`config.mk`:
```
export PLATFORM = sky130hd
export DESIGN_NAME = ckh_host
export DESIGN_NICKNAME = d
export VERILOG_FILES = /design/src/design/ckh_pkg.sv /design/src/design/ckh_resp.sv /design/src/design/ckh_host.sv
export VERILOG_INCLUDE_DIRS = /design/src /design/src/design
export SDC_FILE = /design/constraint.sdc
export NUM_CORES = 1
export LEC_CHECK = 0
export BUFFER_PORTS_ARGS = -buffer_cell sky130_fd_sc_hd__buf_2
export CORE_ASPECT_RATIO = 0.6
export CORE_UTILIZATION = 25
export CTS_CLUSTER_SIZE = 28
export DETAILED_ROUTE_END_ITERATION = 12
export GPL_TIMING_DRIVEN = 0
export PLACE_DENSITY = 0.5
export SLEW_MARGIN = 5
export SYNTH_ARGS = -nofsm -noshare
export SYNTH_HDL_FRONTEND = slang
export SYNTH_SLANG_ARGS = --single-unit
export TNS_END_PERCENT = 100
```
`constraint.sdc`:
```
create_clock -name core_clk -period 6.8 [get_ports core_clk]
set_input_delay 0.68 -clock core_clk [delete_from_list [all_inputs] [get_ports core_clk]]
set_output_delay 0.68 -clock core_clk [all_outputs]
set_load 0.01 [all_outputs]
```
`src/design/ckh_regs.svh`:
```
// frame codes, status words, frame layout and slot counts for the card key host
// assumes byte-wide command frames to a contactless coupler
`ifndef CKH_REGS_SVH
`define CKH_REGS_SVH

`define CKH_CLA 8'hff
`define CKH_INS_LOAD 8'h82
`define CKH_INS_AUTH 8'h86
`define CKH_INS_READ 8'hb0
`define CKH_INS_WRITE 8'hd6

`define CKH_LOC_VOL 8'h00
`define CKH_LOC_NVM 8'h20
`define CKH_KIND_A 8'h60
`define CKH_KIND_B 8'h61
`define CKH_KEY_LEN 8'h06
`define CKH_AUTH_LEN 8'h05
`define CKH_AUTH_B0 8'h01
`define CKH_AUTH_B1 8'h00

`define CKH_HDR_BYTES 5'h05
`define CKH_LOAD_BYTES 5'h0b
`define CKH_AUTH_BYTES 5'h0a
`define CKH_SECTOR_BLOCK_LEN 8'h10
`define CKH_TYPE2_BLOCK_LEN 8'h04

`define CKH_SW_OK 16'h9000
`define CKH_SW1_WRONG_LE 8'h6c
`define CKH_SW_REFUSED 16'h6985

`define CKH_NVM_BASE 6'h08
`define CKH_SLOTS 40
`define CKH_BIG_SECTOR_BLOCK 8'h80
`define CKH_BIG_SECTOR_BASE 6'h20

`endif

```
`src/design/ckh_pkg.sv`:
```
// types shared by the card key host modules
// assumes ckh_regs.svh for the numeric codes
`default_nettype none

package ckh_pkg;

  typedef enum logic [1:0] {
    ckh_op_load = 2'h0,
    ckh_op_auth = 2'h1,
    ckh_op_read = 2'h2,
    ckh_op_write = 2'h3
  } ckh_op_e;

  typedef struct packed {
    ckh_op_e op;
    logic [7:0] p1;
    logic [7:0] p2;
    logic [7:0] blk;
    logic [7:0] key_loc;
    logic [7:0] key_idx;
    logic [7:0] len;
    logic [47:0] key;
    logic [127:0] wdata;
  } ckh_req_s;

  typedef struct packed {
    logic valid;
    logic [7:0] data;
    logic last;
  } ckh_byte_s;

endpackage : ckh_pkg

`default_nettype wire

```
`src/design/ckh_resp.sv`:
```
// response splitter: forwards data bytes, keeps the final two bytes as status
// assumes response bytes arrive on core_clk with a last marker, no back-pressure
`timescale 1ns/1ps
`default_nettype none

module ckh_resp (
  // clock and reset
  input wire logic core_clk,
  input wire logic arst_n,
  // response bytes from the coupler
  input wire ckh_pkg::ckh_byte_s rx,
  // data and status out
  output logic rd_valid,
  output logic [7:0] rd_data,
  output logic sw_valid,
  output logic [15:0] sw
);
  import ckh_pkg::*;

  logic [7:0] old_reg;
  logic [7:0] new_reg;
  logic [1:0] cnt_reg;

  // two-byte delay line so status bytes never leak out as data
  always_ff @(posedge core_clk or negedge arst_n) begin
    if (!arst_n) begin
      old_reg <= 8'h00;
      new_reg <= 8'h00;
      cnt_reg <= 2'h0;
    end else if (rx.valid) begin
      old_reg <= new_reg;
      new_reg <= rx.data;
      if (rx.last) begin
        cnt_reg <= 2'h0;
      end else if (cnt_reg != 2'h2) begin
        cnt_reg <= cnt_reg + 2'h1;
      end
    end
  end

  always_ff @(posedge core_clk or negedge arst_n) begin
    if (!arst_n) begin
      rd_valid <= 1'b0;
      rd_data <= 8'h00;
    end else begin
      rd_valid <= rx.valid && (cnt_reg == 2'h2);
      rd_data <= old_reg;
    end
  end

  // status is the last two bytes of the frame; a one-byte frame gives status 00 then that byte
  always_ff @(posedge core_clk or negedge arst_n) begin
    if (!arst_n) begin
      sw_valid <= 1'b0;
      sw <= 16'h0000;
    end else begin
      sw_valid <= rx.valid && rx.last;
      if (rx.valid && rx.last) begin
        sw <= {(cnt_reg == 2'h0) ? 8'h00 : new_reg, rx.data};
      end
    end
  end

endmodule : ckh_resp

`default_nettype wire

```
`src/design/ckh_host.sv`:
```
// card key host: issues key-store, authenticate, block read and block write frames
// assumes the coupler shares core_clk and takes bytes on a valid/ready handshake
//
// Notes on behaviour
// - authenticate frame is FF 86 00 00 with five data bytes
// - host stores a key before an authenticate refers to it
// - host authenticates only when the card uses sector authentication
// - authenticate data byte0 is 01, byte1 00, byte2 the block number
// - block read is FF B0 with P1 address high, P2 address low
// - sector cards need authentication, renewed on every sector change
// - type 2 tags: P2 block, P1 sector or 00
// - block write is FF D6 with address in P1 P2 and Lc the length
// - sector cards write exactly 16 bytes
// - type 2 tags write exactly 4 bytes
`include "ckh_regs.svh"
`timescale 1ns/1ps
`default_nettype none

module ckh_host (
  // clock and reset
  input wire logic core_clk,
  input wire logic arst_n,
  // user request
  input wire logic start_i,
  input wire ckh_pkg::ckh_req_s req_i,
  // card facts from the selection stage
  input wire logic card_is_sector_i,
  input wire logic card_is_type2_i,
  input wire logic card_new_i,
  // user answer
  output logic busy_o,
  output logic done_o,
  output logic refused_o,
  output logic [15:0] status_o,
  output logic rd_valid_o,
  output logic [7:0] rd_data_o,
  // command bytes to the coupler
  output logic tx_valid_o,
  output logic [7:0] tx_data_o,
  output logic tx_last_o,
  input wire logic tx_ready_i,
  // response bytes from the coupler
  input wire ckh_pkg::ckh_byte_s rx_i
);
  import ckh_pkg::*;

  typedef enum logic [2:0] {
    st_idle = 3'b001,
    st_send = 3'b010,
    st_wait = 3'b100
  } ckh_state_e;

  ckh_state_e state_reg;
  ckh_req_s req_reg;
  logic [4:0] idx_reg;
  logic retried_reg;
  logic [`CKH_SLOTS-1:0] loaded_reg;
  logic auth_ok_reg;
  logic [5:0] auth_sec_reg;
  logic sw_valid;
  logic [15:0] sw;
  logic refuse_now;
  logic [4:0] frame_len;
  logic [6:0] load_slot;
  logic [6:0] auth_slot;
  logic [6:0] run_slot;
  logic tx_fire;
  logic retry_now;

  // volatile slots 0-7, non-volatile from CKH_NVM_BASE; bit 6 marks a usable index
  function automatic logic [6:0] store_slot(input logic [7:0] loc, input logic [7:0] idx);
    logic [6:0] r;
    r = 7'h00;
    if (loc == `CKH_LOC_VOL && idx[7:5] == 3'h0 && idx[3:2] == 2'h0) begin
      r = {1'b1, 3'h0, idx[4], idx[1:0]};
    end else if (loc == `CKH_LOC_NVM && idx[7:5] == 3'h0) begin
      r = {1'b1, `CKH_NVM_BASE + {1'b0, idx[4:0]}};
    end
    return r;
  endfunction : store_slot

  function automatic logic [6:0] key_slot(input logic [7:0] kind, input logic [7:0] idx);
    logic [6:0] r;
    logic b;
    r = 7'h00;
    b = (kind == `CKH_KIND_B);
    if (kind == `CKH_KIND_A || kind == `CKH_KIND_B) begin
      if (idx[7:2] == 6'h00) begin
        r = {1'b1, 3'h0, b, idx[1:0]};
      end else if (idx[7:4] == 4'h2) begin
        r = {1'b1, `CKH_NVM_BASE + {1'b0, b, idx[3:0]}};
      end
    end else begin
      r = store_slot(kind, idx);
    end
    return r;
  endfunction : key_slot

  // large sectors start at block 80h and hold 16 blocks
  function automatic logic [5:0] sector_of(input logic [7:0] blk);
    logic [5:0] r;
    if (blk < `CKH_BIG_SECTOR_BLOCK) begin
      r = blk[7:2];
    end else begin
      r = `CKH_BIG_SECTOR_BASE + {2'h0, blk[6:3] >> 1};
    end
    return r;
  endfunction : sector_of

  function automatic logic [7:0] frame_byte(input ckh_req_s q, input logic [4:0] i);
    logic [7:0] r;
    logic [4:0] k;
    r = 8'h00;
    k = i - `CKH_HDR_BYTES;
    case (i)
      5'h00: r = `CKH_CLA;
      5'h01: begin
        case (q.op)
          ckh_op_load: r = `CKH_INS_LOAD;
          ckh_op_auth: r = `CKH_INS_AUTH;
          ckh_op_read: r = `CKH_INS_READ;
          default: r = `CKH_INS_WRITE;
        endcase
      end
      5'h02: r = (q.op == ckh_op_auth) ? 8'h00 : q.p1;
      5'h03: r = (q.op == ckh_op_auth) ? 8'h00 : q.p2;
      5'h04: begin
        case (q.op)
          ckh_op_load: r = `CKH_KEY_LEN;
          ckh_op_auth: r = `CKH_AUTH_LEN;
          default: r = q.len;
        endcase
      end
      default: begin
        case (q.op)
          ckh_op_load: r = q.key[8'(47 - 8 * k) -: 8];
          ckh_op_auth: begin
            case (k)
              5'h00: r = `CKH_AUTH_B0;
              5'h01: r = `CKH_AUTH_B1;
              5'h02: r = q.blk;
              5'h03: r = q.key_loc;
              default: r = q.key_idx;
            endcase
          end
          default: r = q.wdata[8'(127 - 8 * k) -: 8];
        endcase
      end
    endcase
    return r;
  endfunction : frame_byte

  ckh_resp u_resp (
    .core_clk(core_clk),
    .arst_n(arst_n),
    .rx(rx_i),
    .rd_valid(rd_valid_o),
    .rd_data(rd_data_o),
    .sw_valid(sw_valid),
    .sw(sw)
  );

  assign load_slot = store_slot(req_reg.p1, req_reg.p2);
  assign auth_slot = key_slot(req_i.key_loc, req_i.key_idx);
  assign run_slot = key_slot(req_reg.key_loc, req_reg.key_idx);
  assign tx_fire = tx_valid_o && tx_ready_i;
  assign retry_now = state_reg == st_wait && sw_valid && req_reg.op == ckh_op_read &&
                     sw[15:8] == `CKH_SW1_WRONG_LE && !retried_reg;

  always_comb begin
    case (req_reg.op)
      ckh_op_load: frame_len = `CKH_LOAD_BYTES;
      ckh_op_auth: frame_len = `CKH_AUTH_BYTES;
      ckh_op_read: frame_len = `CKH_HDR_BYTES;
      default: frame_len = `CKH_HDR_BYTES + req_reg.len[4:0];
    endcase
  end

  // requests the coupler must never see
  always_comb begin
    refuse_now = 1'b0;
    case (req_i.op)
      ckh_op_auth: begin
        refuse_now = !card_is_sector_i;
        if (auth_slot[6] && !loaded_reg[auth_slot[5:0]]) begin
          refuse_now = 1'b1;
        end
      end
      ckh_op_read, ckh_op_write: begin
        if (card_is_sector_i && (!auth_ok_reg || req_i.p1 != 8'h00 ||
            sector_of(req_i.p2) != auth_sec_reg)) begin
          refuse_now = 1'b1;
        end
        if (req_i.op == ckh_op_write) begin
          if (card_is_sector_i && req_i.len != `CKH_SECTOR_BLOCK_LEN) begin
            refuse_now = 1'b1;
          end else if (card_is_type2_i && req_i.len != `CKH_TYPE2_BLOCK_LEN) begin
            refuse_now = 1'b1;
          end else if (req_i.len == 8'h00 || req_i.len > `CKH_SECTOR_BLOCK_LEN) begin
            refuse_now = 1'b1;
          end
        end
      end
      default: refuse_now = 1'b0;
    endcase
  end

  always_ff @(posedge core_clk or negedge arst_n) begin
    if (!arst_n) begin
      state_reg <= st_idle;
    end else begin
      case (state_reg)
        st_idle: if (start_i && !refuse_now) state_reg <= st_send;
        st_send: if (tx_fire && tx_last_o) state_reg <= st_wait;
        st_wait: begin
          if (retry_now) begin
            state_reg <= st_send;
          end else if (sw_valid) begin
            state_reg <= st_idle;
          end
        end
        default: state_reg <= st_idle;
      endcase
    end
  end

  always_ff @(posedge core_clk or negedge arst_n) begin
    if (!arst_n) begin
      req_reg <= '0;
      retried_reg <= 1'b0;
    end else if (state_reg == st_idle && start_i) begin
      req_reg <= req_i;
      retried_reg <= 1'b0;
    end else if (retry_now) begin
      req_reg.len <= sw[7:0];
      retried_reg <= 1'b1;
    end
  end

  // byte sender: first byte is always the class byte, so it needs no latched request
  always_ff @(posedge core_clk or negedge arst_n) begin
    if (!arst_n) begin
      tx_valid_o <= 1'b0;
      tx_data_o <= 8'h00;
      tx_last_o <= 1'b0;
      idx_reg <= 5'h00;
    end else if ((state_reg == st_idle && start_i && !refuse_now) || retry_now) begin
      tx_valid_o <= 1'b1;
      tx_data_o <= `CKH_CLA;
      tx_last_o <= 1'b0;
      idx_reg <= 5'h00;
    end else if (tx_fire) begin
      if (tx_last_o) begin
        tx_valid_o <= 1'b0;
        tx_last_o <= 1'b0;
      end else begin
        tx_data_o <= frame_byte(req_reg, idx_reg + 5'h01);
        tx_last_o <= (idx_reg + 5'h02) == frame_len;
        idx_reg <= idx_reg + 5'h01;
      end
    end
  end

  // key and session tracking from answers
  always_ff @(posedge core_clk or negedge arst_n) begin
    if (!arst_n) begin
      loaded_reg <= '0;
      auth_ok_reg <= 1'b0;
      auth_sec_reg <= 6'h00;
    end else begin
      if (card_new_i) begin
        auth_ok_reg <= 1'b0;
      end
      if (state_reg == st_wait && sw_valid) begin
        if (req_reg.op == ckh_op_load && sw == `CKH_SW_OK && load_slot[6]) begin
          loaded_reg[load_slot[5:0]] <= 1'b1;
        end
        if (req_reg.op == ckh_op_auth) begin
          auth_ok_reg <= (sw == `CKH_SW_OK);
          auth_sec_reg <= sector_of(req_reg.blk);
        end
      end
    end
  end

  always_ff @(posedge core_clk or negedge arst_n) begin
    if (!arst_n) begin
      done_o <= 1'b0;
      refused_o <= 1'b0;
      status_o <= 16'h0000;
      busy_o <= 1'b0;
    end else begin
      done_o <= 1'b0;
      busy_o <= (state_reg == st_idle) ? (start_i && !refuse_now) : !(state_reg == st_wait &&
                sw_valid && !retry_now);
      if (state_reg == st_idle && start_i && refuse_now) begin
        done_o <= 1'b1;
        refused_o <= 1'b1;
        status_o <= `CKH_SW_REFUSED;
      end else if (state_reg == st_wait && sw_valid && !retry_now) begin
        done_o <= 1'b1;
        refused_o <= 1'b0;
        status_o <= sw;
      end
    end
  end
endmodule : ckh_host

`default_nettype wire

```
After elaboration in Yosys (flattened, before gate mapping):

Index checks and enable logic that the tools add are counted.

* register bits after elaboration: 355
* bits of input ports: 243
* output and inout bits: 38
* logic and storage cells: 208

* $add $sub $neg: 12
* magnitude comparators: 6
* equality and inequality tests: 32
* shift-type cells: 2
* muxes and demuxes: 63
* bitwise gates (word level): 1
* reduce and logical (&&, ||, !) cells: 63

Operators with widths (count)
* $shiftx A135 B9 Y8: 1
* $mux W8: 8
* $shiftx A55 B9 Y8: 1
* $mux W7: 7
* $or A40 B40 Y40: 1
* $pmux W8 S5: 1
* $mux W16: 2
* $pmux W8 S2: 2
* $pmux W8 S4: 1
* $logic_and A1 B1 Y1: 26
* $eq A8 B7 Y1 const B: 3
* $logic_not A8 Y1: 3
* $mux W1: 24
* $pmux W7 S3: 1
* $eq A5 B2 Y1 const B: 4
* $add A4 B5 Y6 const A: 3
* $mux W6: 3
* $eq A16 B16 Y1 const B: 1
* $eq A8 B6 Y1 const B: 2
* $lt A8 B8 Y1 const B: 2
* $mux W5: 3
* $pmux W5 S3: 1
* $lt A6 B7 Y1 const B: 2
* $add A6 B3 Y6 const A: 2
* 41 further kinds: 75

Longest topological paths before layout:

Gate-level depths: netlist (run 1).

* depth in word-level cells: 17
* gate-level depth with buffers: 15
* gate-level depth less buffers: 12

Modules after synthesis:

Synthesis (run 1) repeated with hierarchy kept, for this count alone.

* cell total of the unflattened synthesis: 1802
* area total of the unflattened synthesis: 17121.4 um^2

Modules (own cells, without submodules)
* ckh_host: instances 1, cells each 1692, area each 15497.4 um^2, sequential area each 7783.7 um^2
* ckh_resp: instances 1, cells each 110, area each 1624.1 um^2, sequential area each 1101.1 um^2

Least setup slack after synthesis (run 1):

Ideal clock, no wire load.

* kind: in2reg
* from: in req_i[193] (netlist bit)
* to: reg tx_data_o[1]
* library setup time: 0.138 ns
* data arrival time: 3.356 ns
* required time: 6.662 ns
* path slack: 3.305 ns
* cell stages on the path: 12
* path through: nor3_1 -> and3_1 -> ha_1 -> nor3_1 -> a21oi_1 -> or4_1 -> a21oi_1 -> nor4_4 -> and3_2 -> nor3_2 -> buf_4 -> o211ai_1

* cells in the longest elaborated chain, start to end: 16

RTL lines
* start, declared: line ckh_host.sv:25 `input wire ckh_pkg::ckh_req_s req_i,`
* $eq A8 B7 Y1 (no source line), or another cell as far along
* $add A4 B5 Y6 (no source line), or another cell as far along
* $mux W7, or another cell as far along: line ckh_host.sv:90 `end else if (idx[7:4] == 4'h2) begin`
* $mux W7 (on tied branches): line ckh_host.sv:88, ckh_host.sv:74
* $mux W7 *: line ckh_host.sv:87 `` if (kind == `CKH_KIND_A || kind == `CKH_KIND_B) begin ``
* $bmux W1 S6: line ckh_host.sv:185 `if (auth_slot[6] && !loaded_reg[auth_slot[5:0]]) begin`
* $mux W1 (not written as such): line ckh_host.sv:185
* $logic_not A1 Y1: line ckh_host.sv:185
* $logic_and A1 B1 Y1 *: line ckh_host.sv:185
* $mux W1 *: line ckh_host.sv:185
* $pmux W1 S2 *: line ckh_host.sv:182 `case (req_i.op)`
* $logic_not A1 Y1 *: line ckh_host.sv:247 `end else if ((state_reg == st_idle && start_i && !refuse_now) || retry_now) begin`
* $logic_and A1 B1 Y1 *: line ckh_host.sv:247
* $logic_or A1 B1 Y1 *: line ckh_host.sv:247
* $ne A2 B1 Y1 (no source line) or $reduce_bool A2 Y1 (tied branches)
* $reduce_and A2 Y1 (no source line)
* end signal, assigned: line ckh_host.sv:249 `` tx_data_o <= `CKH_CLA; ``
* end signal, assigned: line ckh_host.sv:257 `tx_data_o <= frame_byte(req_reg, idx_reg + 5'h01);`
* end, declared: line ckh_host.sv:39 `output logic [7:0] tx_data_o,`

Mark *: on every way between the ends. The rest lies on a longest branch, timed or not. The select of a mux whose other input is x is not followed.
A chain may end at the register's enable or synchronous reset.

Worst setup path in the final report (run 1):

* from: reg idx_reg[0]
* to: reg tx_data_o[6]

* cells in the longest elaborated chain, start to end: 9

RTL lines
* start, declared: line ckh_host.sv:55 `logic [4:0] idx_reg;`
* start signal, assigned: line ckh_host.sv:259 `idx_reg <= idx_reg + 5'h01;`
* $add A5 B1 Y5 *: line ckh_host.sv:257
* $sub A5 B3 Y5 (no source line)
* $sub A7 B8 Y8, or another cell as far along: line ckh_host.sv:146 `default: r = q.wdata[8'(127 - 8 * k) -: 8];`
* $shiftx A135 B9 Y8, or another cell as far along: line ckh_host.sv:146
* $pmux W8 S2: line ckh_host.sv:135 `case (q.op)`
* $pmux W8 S5 *: line ckh_host.sv:115 `case (i)`
* $mux W8 *: line ckh_host.sv:253 `if (tx_last_o) begin`
* $mux W8 *: line ckh_host.sv:252 `end else if (tx_fire) begin`
* $mux W8 *: line ckh_host.sv:247

Marked as above.

==> results.ini, run 1 <==
[final_layout]
area_delta_synth_final_pct = 23.2
nNetsFinal = 2392
fillers = 7129
final_cell_count_no_fill = 3078
regArea_um2 = 8880
drive_above_1_share = 0.209
final_area_um2 = 21200
multi_input_area_um2 = 7790
diodes = 0
largest_register_ffs = 226

[sta]
rsz0062_at_grt = no
drv_slew = 0
final-hold-violation-count = 0
setup_tns_ns = 0
period_share = 0.756
worstMarginPinSlew_ns = 1.20
relSlewSlack = 0.201
finalSetupViolCount = 0
skew_ns = 0.0346
fmax_mhz = 195
period_minus_slack_ns = 5.14
fin_ws_ns = 1.66

[yosys]
avgSynthCellArea_um2 = 9.48
synth_edf_count = 0
synth-warning-count = 0
synth_ff_type = dfrtp_1
synth-seq-cells = 355
ys_seq_area_frac = 0.517
synthCells = 1814
synth_nets = 2070
synth_area_um2 = 17200
synthArstFlopShare = 1.00
ys_types = 88

[floorplanning]
die-area_um2 = 69800
core-area_um2 = 68100
ioPinCount = 281
die_w_um = 341
fp.dieH_um = 205
start_util = 0.253
rows = 74

[clock_network]
cts_root_buffer = clkbuf_16
cts_resized = 0
path_clk_slew_ns = 0.07
htreeDepth = 2
cts_tree = yes
cts_buffers = 40
clock_sinks = 355
clock_latency_ns = 0.57
clk_path_buf_depth = 3

[critical_path]
end_kind = flop
worstPathMaxFanout = 10
cp.buffers_inverters = 6
cp_slowest_cell = clkbuf_1
worstPathArrival_ns = 5.63
critPathTopFamily = buffers and inverters
max_stage_delay_ns = 0.72
worst_ep_required_time_ns = 7.29
critPathLaunchType = flop
critPathKind = flop to flop
path_cells = clkbuf_1, inv_1, ha_1, clkbuf_1, or2_2, clkbuf_1, clkbuf_1, ha_1, buf_1, nor2_1, a22oi_1, o21ai_0, a21oi_1, o31ai_1
critPathMostFrequentCell = clkbuf_1

[power]
power_mw = 9.17
ir_worst_vdd_uv = 167
internal-power_mw = 5.52
p_clk_frac = 0.248
swShare = 0.397
p_comb_frac = 0.382
p_sw_mw = 3.64
leakage_nw = 10.3
p_per_area_nw_per_um2 = 433
power_frac_seq = 0.370

[place]
placed_cells = 3005
gp_congestion = 0.883
post-place-ws_ns = 1.70
dpl-instance-area_um2 = 19800
io_buffers = 276
dp_hpwl_mm = 46.6

[worst_hold_path]
hp-class = input pin to flop

[outcome]
status = finished clean

[route]
drtPass1Iterations = 5
wirelength_mm = 60.8
vias = 14632
drc_errors = 0
drtIter0Drc = 1136
antenna_left = 0
via_per_inst = 4.75
wire_per_inst_um = 19.7

[global_routing]
grt_usage = 0.175
grt_max_degree = 115
grt_remaining_overflow = 0
grt_pass1_wl_mm = 91.8
antenna_found_initial = 4
grt_pass1_vias = 14544

[run]
maxCapViolCount = 0

-- layout by cell type (no fill, tap or decap), types with 19 or more instances in the layout --
cell,count
nand2_1,731
dfrtp_1,354
buf_2,279
clkbuf_1,80
o21ai_0,68
mux2i_1,43
clkbuf_16,42
nor2_1,41
mux4_2,41
mux2_2,33
a21oi_1,28
nor3_1,27
inv_1,24
o21bai_1,22
a22oi_1,22
nand3_1,21
a21o_1,19
-- cells by family after synthesis --
| logic type | after synthesis | share of synthesized area |
|---|---|---|
| buf+inv | 124 | 0.0300 |
| fa+ha+maj | 13 | 0.00946 |
| mux | 118 | 0.101 |
| flops | 355 | 0.517 |
| simple gates | 923 | 0.227 |
| compound gates | 259 | 0.104 |
| xor+xnor | 22 | 0.0120 |
-- layer usage --
| metal | vias up | GRT usage | share of wire |
|---|---|---|---|
| met5 | - | 0 | 0.00067 |
| met4 | 6 | 0.0408 | 0.015 |
| met3 | 68 | 0.0341 | 0.057 |
| met2 | 408 | 0.245 | 0.41 |
| met1 | 7325 | 0.270 | 0.51 |
| li1 | 6825 | - | - |
-- final timing paths --
kind	cells past startpoint	slack, ns	from	endpoint
hold / removal	3	0.29	req_i[9]	req_reg[9]$_DFFE_PN0P_
hold reg to reg	0	0.37	u_resp.old_reg[6]$_DFFE_PN0P_	u_resp.rd_data[6]$_DFF_PN0_
min in group asynchronous	2	0.64	arst_n	req_reg[70]$_DFFE_PN0P_
max in group asynchronous	4	4.78	arst_n	u_resp.rd_data[1]$_DFF_PN0_
setup / recovery	14	1.66	idx_reg[0]$_DFFE_PN0P_	tx_data_o[6]$_DFFE_PN0P_
setup reg to reg	14	1.66	idx_reg[0]$_DFFE_PN0P_	tx_data_o[6]$_DFFE_PN0P_
-- cell type report --
type | count | share of cell area
flip-flops and latches | 355 | 0.420
multi-input cells | 1335 | 0.368
repair buffers | 280 | 0.0701
clock buffers | 54 | 0.0546
well taps | 912 | 0.0539
plain buffers | 100 | 0.0202
clock inverters | 18 | 0.00940
inverters | 24 | 0.00426
-- synthesized netlist by cell type (24+ instances only) --
cell,number,area (µm²)
nand2_1,731,2740
dfrtp_1,354,8860
clkbuf_1,75,282
o21ai_0,68,340
mux2i_1,43,430
mux4_2,41,923
nor2_1,41,154
mux2_2,33,372
a21oi_1,28,140
nor3_1,27,135
inv_1,24,90.1
-- stage by stage --
step / util / hold slack [ns]
final: 0.311 / 0.294
after global routing: 0.311 / 0.272
after CTS: 0.311 / 0.243
after detailed placement: 0.291 / 0.357
after global placement: 0.290 / 0.358
after floorplan: - / 0.350
-- worst register-to-register path: stages (launching register included) --
cell and delay (ns):
dfrtp_1 0.47, clkbuf_1 0.25, inv_1 0.19, ha_1 0.17
clkbuf_1 0.40, or2_2 0.20, clkbuf_1 0.48, clkbuf_1 0.72
ha_1 0.41, buf_1 0.26, nor2_1 0.54, a22oi_1 0.29
o21ai_0 0.32, a21oi_1 0.09, o31ai_1 0.26
-- power groups by stage --
stage / registers, mW / logic, mW / clock network (mW)
floorplan: 3.21 / 2.30 / 0
global placement: 3.39 / 3.50 / 0
detailed placement: 3.41 / 3.55 / 0
CTS: 3.38 / 3.57 / 2.34
global route: 3.47 / 3.91 / 2.43
finish: 3.39 / 3.51 / 2.27
-- timing repair --
| action | 4_1_cts | 5_1_grt |
|---|---|---|
| setup buffers | 0 | 0 |
| hold endpoints to repair | 1 | 0 |
| hold buffers | 1 | 0 |
Note: power is estimated with default switching activity, not from simulation.
==> inputs of run 2 (changes only) <==
- clock period: 6.8 -> 4.77 ns (I/O delays scaled with it)
==> run 2 against run 1 <==
Power increased by 43%; critical path depth shrank 1; clock skew is 0.0018 ns lower; die area stayed put; sequential power increased by 42%; routed wire length shrank 0.14%; clock-buffer cell count unchanged; via count about the same; worst setup slack worse by 1.3 ns; non-clock buffer count fell by 1; largest cell class unchanged; largest power group unchanged; highest routed layer unchanged.
==> results.ini, run 2 (same netlist as run 1, synthesis figures left out) <==
[outcome]
status = finished clean

[sta]
rsz0062_at_grt = yes
drv_slew = 0  ; unchanged
final-hold-violation-count = 0  ; unchanged
skew_ns = 0.0328  ; -0.00179 ns
relSlewSlack = 0.199  ; -0.00235
finalSetupViolCount = 0  ; unchanged
fmax_mhz = 225  ; +16%
period_minus_slack_ns = 4.45  ; -0.694 ns
worstMarginPinSlew_ns = 1.20  ; +0.00352 ns
period_share = 0.932  ; +0.176

[power]
internal-power_mw = 7.88  ; +43%
p_comb_frac = 0.383  ; about the same
leakage_nw = 10.3  ; +0.13%
p_clk_frac = 0.248  ; about the same
swShare = 0.397  ; about the same
ir_worst_vdd_uv = 251  ; +50%
p_sw_mw = 5.19  ; +43%
power_frac_seq = 0.369  ; about the same
p_per_area_nw_per_um2 = 617  ; +43%
power_mw = 13.1  ; +43%

[critical_path]
worstPathMaxFanout = 10  ; unchanged
end_kind = flop
critPathKind = flop to flop
critPathTopFamily = buffers and inverters
worstPathArrival_ns = 4.88  ; -0.75 ns
max_stage_delay_ns = 0.60  ; -0.12 ns
critPathLaunchType = flop
worst_ep_required_time_ns = 5.21  ; -2.08 ns
cp.buffers_inverters = 5  ; -1
cp_slowest_cell = ha_2
path_cells = clkbuf_1, inv_1, ha_1, clkbuf_1, or2_2, clkbuf_1, clkbuf_2, ha_2, nor2_2, a22oi_1, nor2_1, o41ai_1, o211ai_1
critPathMostFrequentCell = clkbuf_1

[route]
drtIter0Drc = 1182  ; +4.0%
wirelength_mm = 60.7  ; -0.14%
drc_errors = 0  ; unchanged
drtPass1Iterations = 5  ; unchanged
via_per_inst = 4.75  ; about the same
vias = 14619  ; -0.089%
wire_per_inst_um = 19.7  ; -0.11%
antenna_left = 0  ; unchanged

[clock_network]
clock_sinks = 355  ; unchanged
htreeDepth = 2  ; unchanged
cts_tree = yes
cts_buffers = 40  ; unchanged
clock_latency_ns = 0.57  ; about the same
path_clk_slew_ns = 0.07  ; about the same
clk_path_buf_depth = 3  ; unchanged
cts_root_buffer = clkbuf_16

[final_layout]
most-common-layout-cells = 731 x nand2_1, 354 x dfrtp_1, 279 x buf_2
diodes = 0  ; unchanged
regArea_um2 = 8880  ; unchanged
final_cell_count_no_fill = 3077  ; -0.032%
layout_commonest_cell = nand2_1
final_area_um2 = 21200  ; about the same
area_delta_synth_final_pct = 23.2  ; about the same
largest_register_ffs = 226  ; unchanged
drive_above_1_share = 0.213  ; +0.00379
nNetsFinal = 2391  ; -0.042%
multi_input_area_um2 = 7800  ; +0.13%
fillers = 7125  ; -0.056%

[place]
placed_cells = 3005  ; unchanged
gp_congestion = 0.883  ; unchanged
dp_hpwl_mm = 46.6  ; unchanged
io_buffers = 276  ; unchanged
dpl-instance-area_um2 = 19800  ; unchanged

[floorplanning]
ioPinCount = 281  ; unchanged
core-area_um2 = 68100  ; unchanged
rows = 74  ; unchanged
die_w_um = 341  ; unchanged
start_util = 0.253  ; unchanged
die-area_um2 = 69800  ; unchanged
fp.dieH_um = 205  ; unchanged

[global_routing]
grt_max_degree = 115  ; unchanged
grt_pass1_wl_mm = 91.8  ; unchanged
grt_usage = 0.175  ; unchanged
antenna_found_initial = 4  ; unchanged
grt_remaining_overflow = 0  ; unchanged
grt_pass1_vias = 14544  ; unchanged

[worst_hold_path]
hp-class = input pin to flop

[run]
maxCapViolCount = 0  ; unchanged

==> run 2: cell count changes in the layout (fill, tap and decap cells not counted) <==
cell,previous run,this run
ha_1,13,12
nor2_2,1,2
nor3_1,27,26
nor3_2,1,2
clkbuf_1,80,77
nor2_1,41,40
buf_1,13,10
clkbuf_2,2,7
ha_2,0,1
==> run 2: repair_timing <==
action                                 CTS  global route
endpoints found under the hold margin   45             0
setup endpoints to repair                8             8
buffers inserted                         0             0
gates resized for setup                  2            11
hold buffers                             1             0
==> run 2: power by group through the flow <==
| stage | Sequential [mW] | Combinational (mW) | Clock (mW) |
|---|---|---|---|
| floorplan | 4.58 | 3.28 | 0 |
| global placement | 4.83 | 4.99 | 0 |
| detailed placement | 4.86 | 5.06 | 0 |
| CTS | 4.82 | 5.09 | 3.33 |
| global route | 4.95 | 5.59 | 3.46 |
| finish | 4.83 | 5.01 | 3.24 |
==> run 2: worst reg2reg max path: stages (launching register included) <==
cell      delay [ns]
dfrtp_1         0.49
clkbuf_1        0.36
inv_1           0.18
ha_1            0.24
clkbuf_1        0.25
or2_2           0.36
clkbuf_1        0.29
clkbuf_2        0.39
ha_2            0.60
nor2_2          0.16
a22oi_1         0.44
nor2_1          0.11
o41ai_1         0.33
o211ai_1        0.11
==> run 2: layout make-up <==
| type | count | area share |
|---|---|---|
| Clock buffer | 54 | 0.0546 |
| Buffer | 99 | 0.0203 |
| Timing Repair Buffer | 280 | 0.0701 |
| Tap cell | 912 | 0.0539 |
| Inverter | 24 | 0.00425 |
| Sequential cell | 355 | 0.419 |
| Clock inverter | 18 | 0.00939 |
| Multi-Input combinational cell | 1335 | 0.368 |
==> run 2: path summary, 6_finish.rpt <==
path                       cells past startpoint                     startpoint                           to  slack (ns)
max in group asynchronous                      4                         arst_n  u_resp.rd_data[1]$_DFF_PN0_        2.96
min in group asynchronous                      2                         arst_n      req_reg[70]$_DFFE_PN0P_        0.43
setup / recovery                              13         idx_reg[0]$_DFFE_PN0P_     tx_data_o[4]$_DFFE_PN0P_        0.32
setup reg to reg                              13         idx_reg[0]$_DFFE_PN0P_     tx_data_o[4]$_DFFE_PN0P_        0.32
hold reg to reg                                0  u_resp.old_reg[6]$_DFFE_PN0P_  u_resp.rd_data[6]$_DFF_PN0_        0.37
hold / removal                                 3                      req_i[12]      req_reg[12]$_DFFE_PN0P_        0.09
==> run 2: layer usage <==
metal / wire, µm / vias to the layer above / global-route usage
li1: - / 6828 / -
met1: 31200 / 7300 / 0.270
met2: 25000 / 415 / 0.245
met3: 3490 / 70 / 0.0341
met4: 919 / 6 / 0.0408
met5: 41 / - / 0
==> run 2: per-stage QoR <==
| step | utilization | hold slack (ns) | worst slack [ns] | setup TNS [ns] |
|---|---|---|---|---|
| 4_1_cts | 0.311 | 0.0396 | 0.0407 | 0 |
| 3_5_place_dp | 0.291 | 0.357 | -0.329 | -1.84 |
| 5_1_grt | 0.311 | 0.0694 | -0.0616 | -0.0616 |
| 3_3_place_gp | 0.290 | 0.358 | -3.94 | -1368.41 |
| 6_report | 0.311 | 0.0908 | 0.325 | 0 |
| 2_1_floorplan | - | 0.181 | 1.42 | 0 |
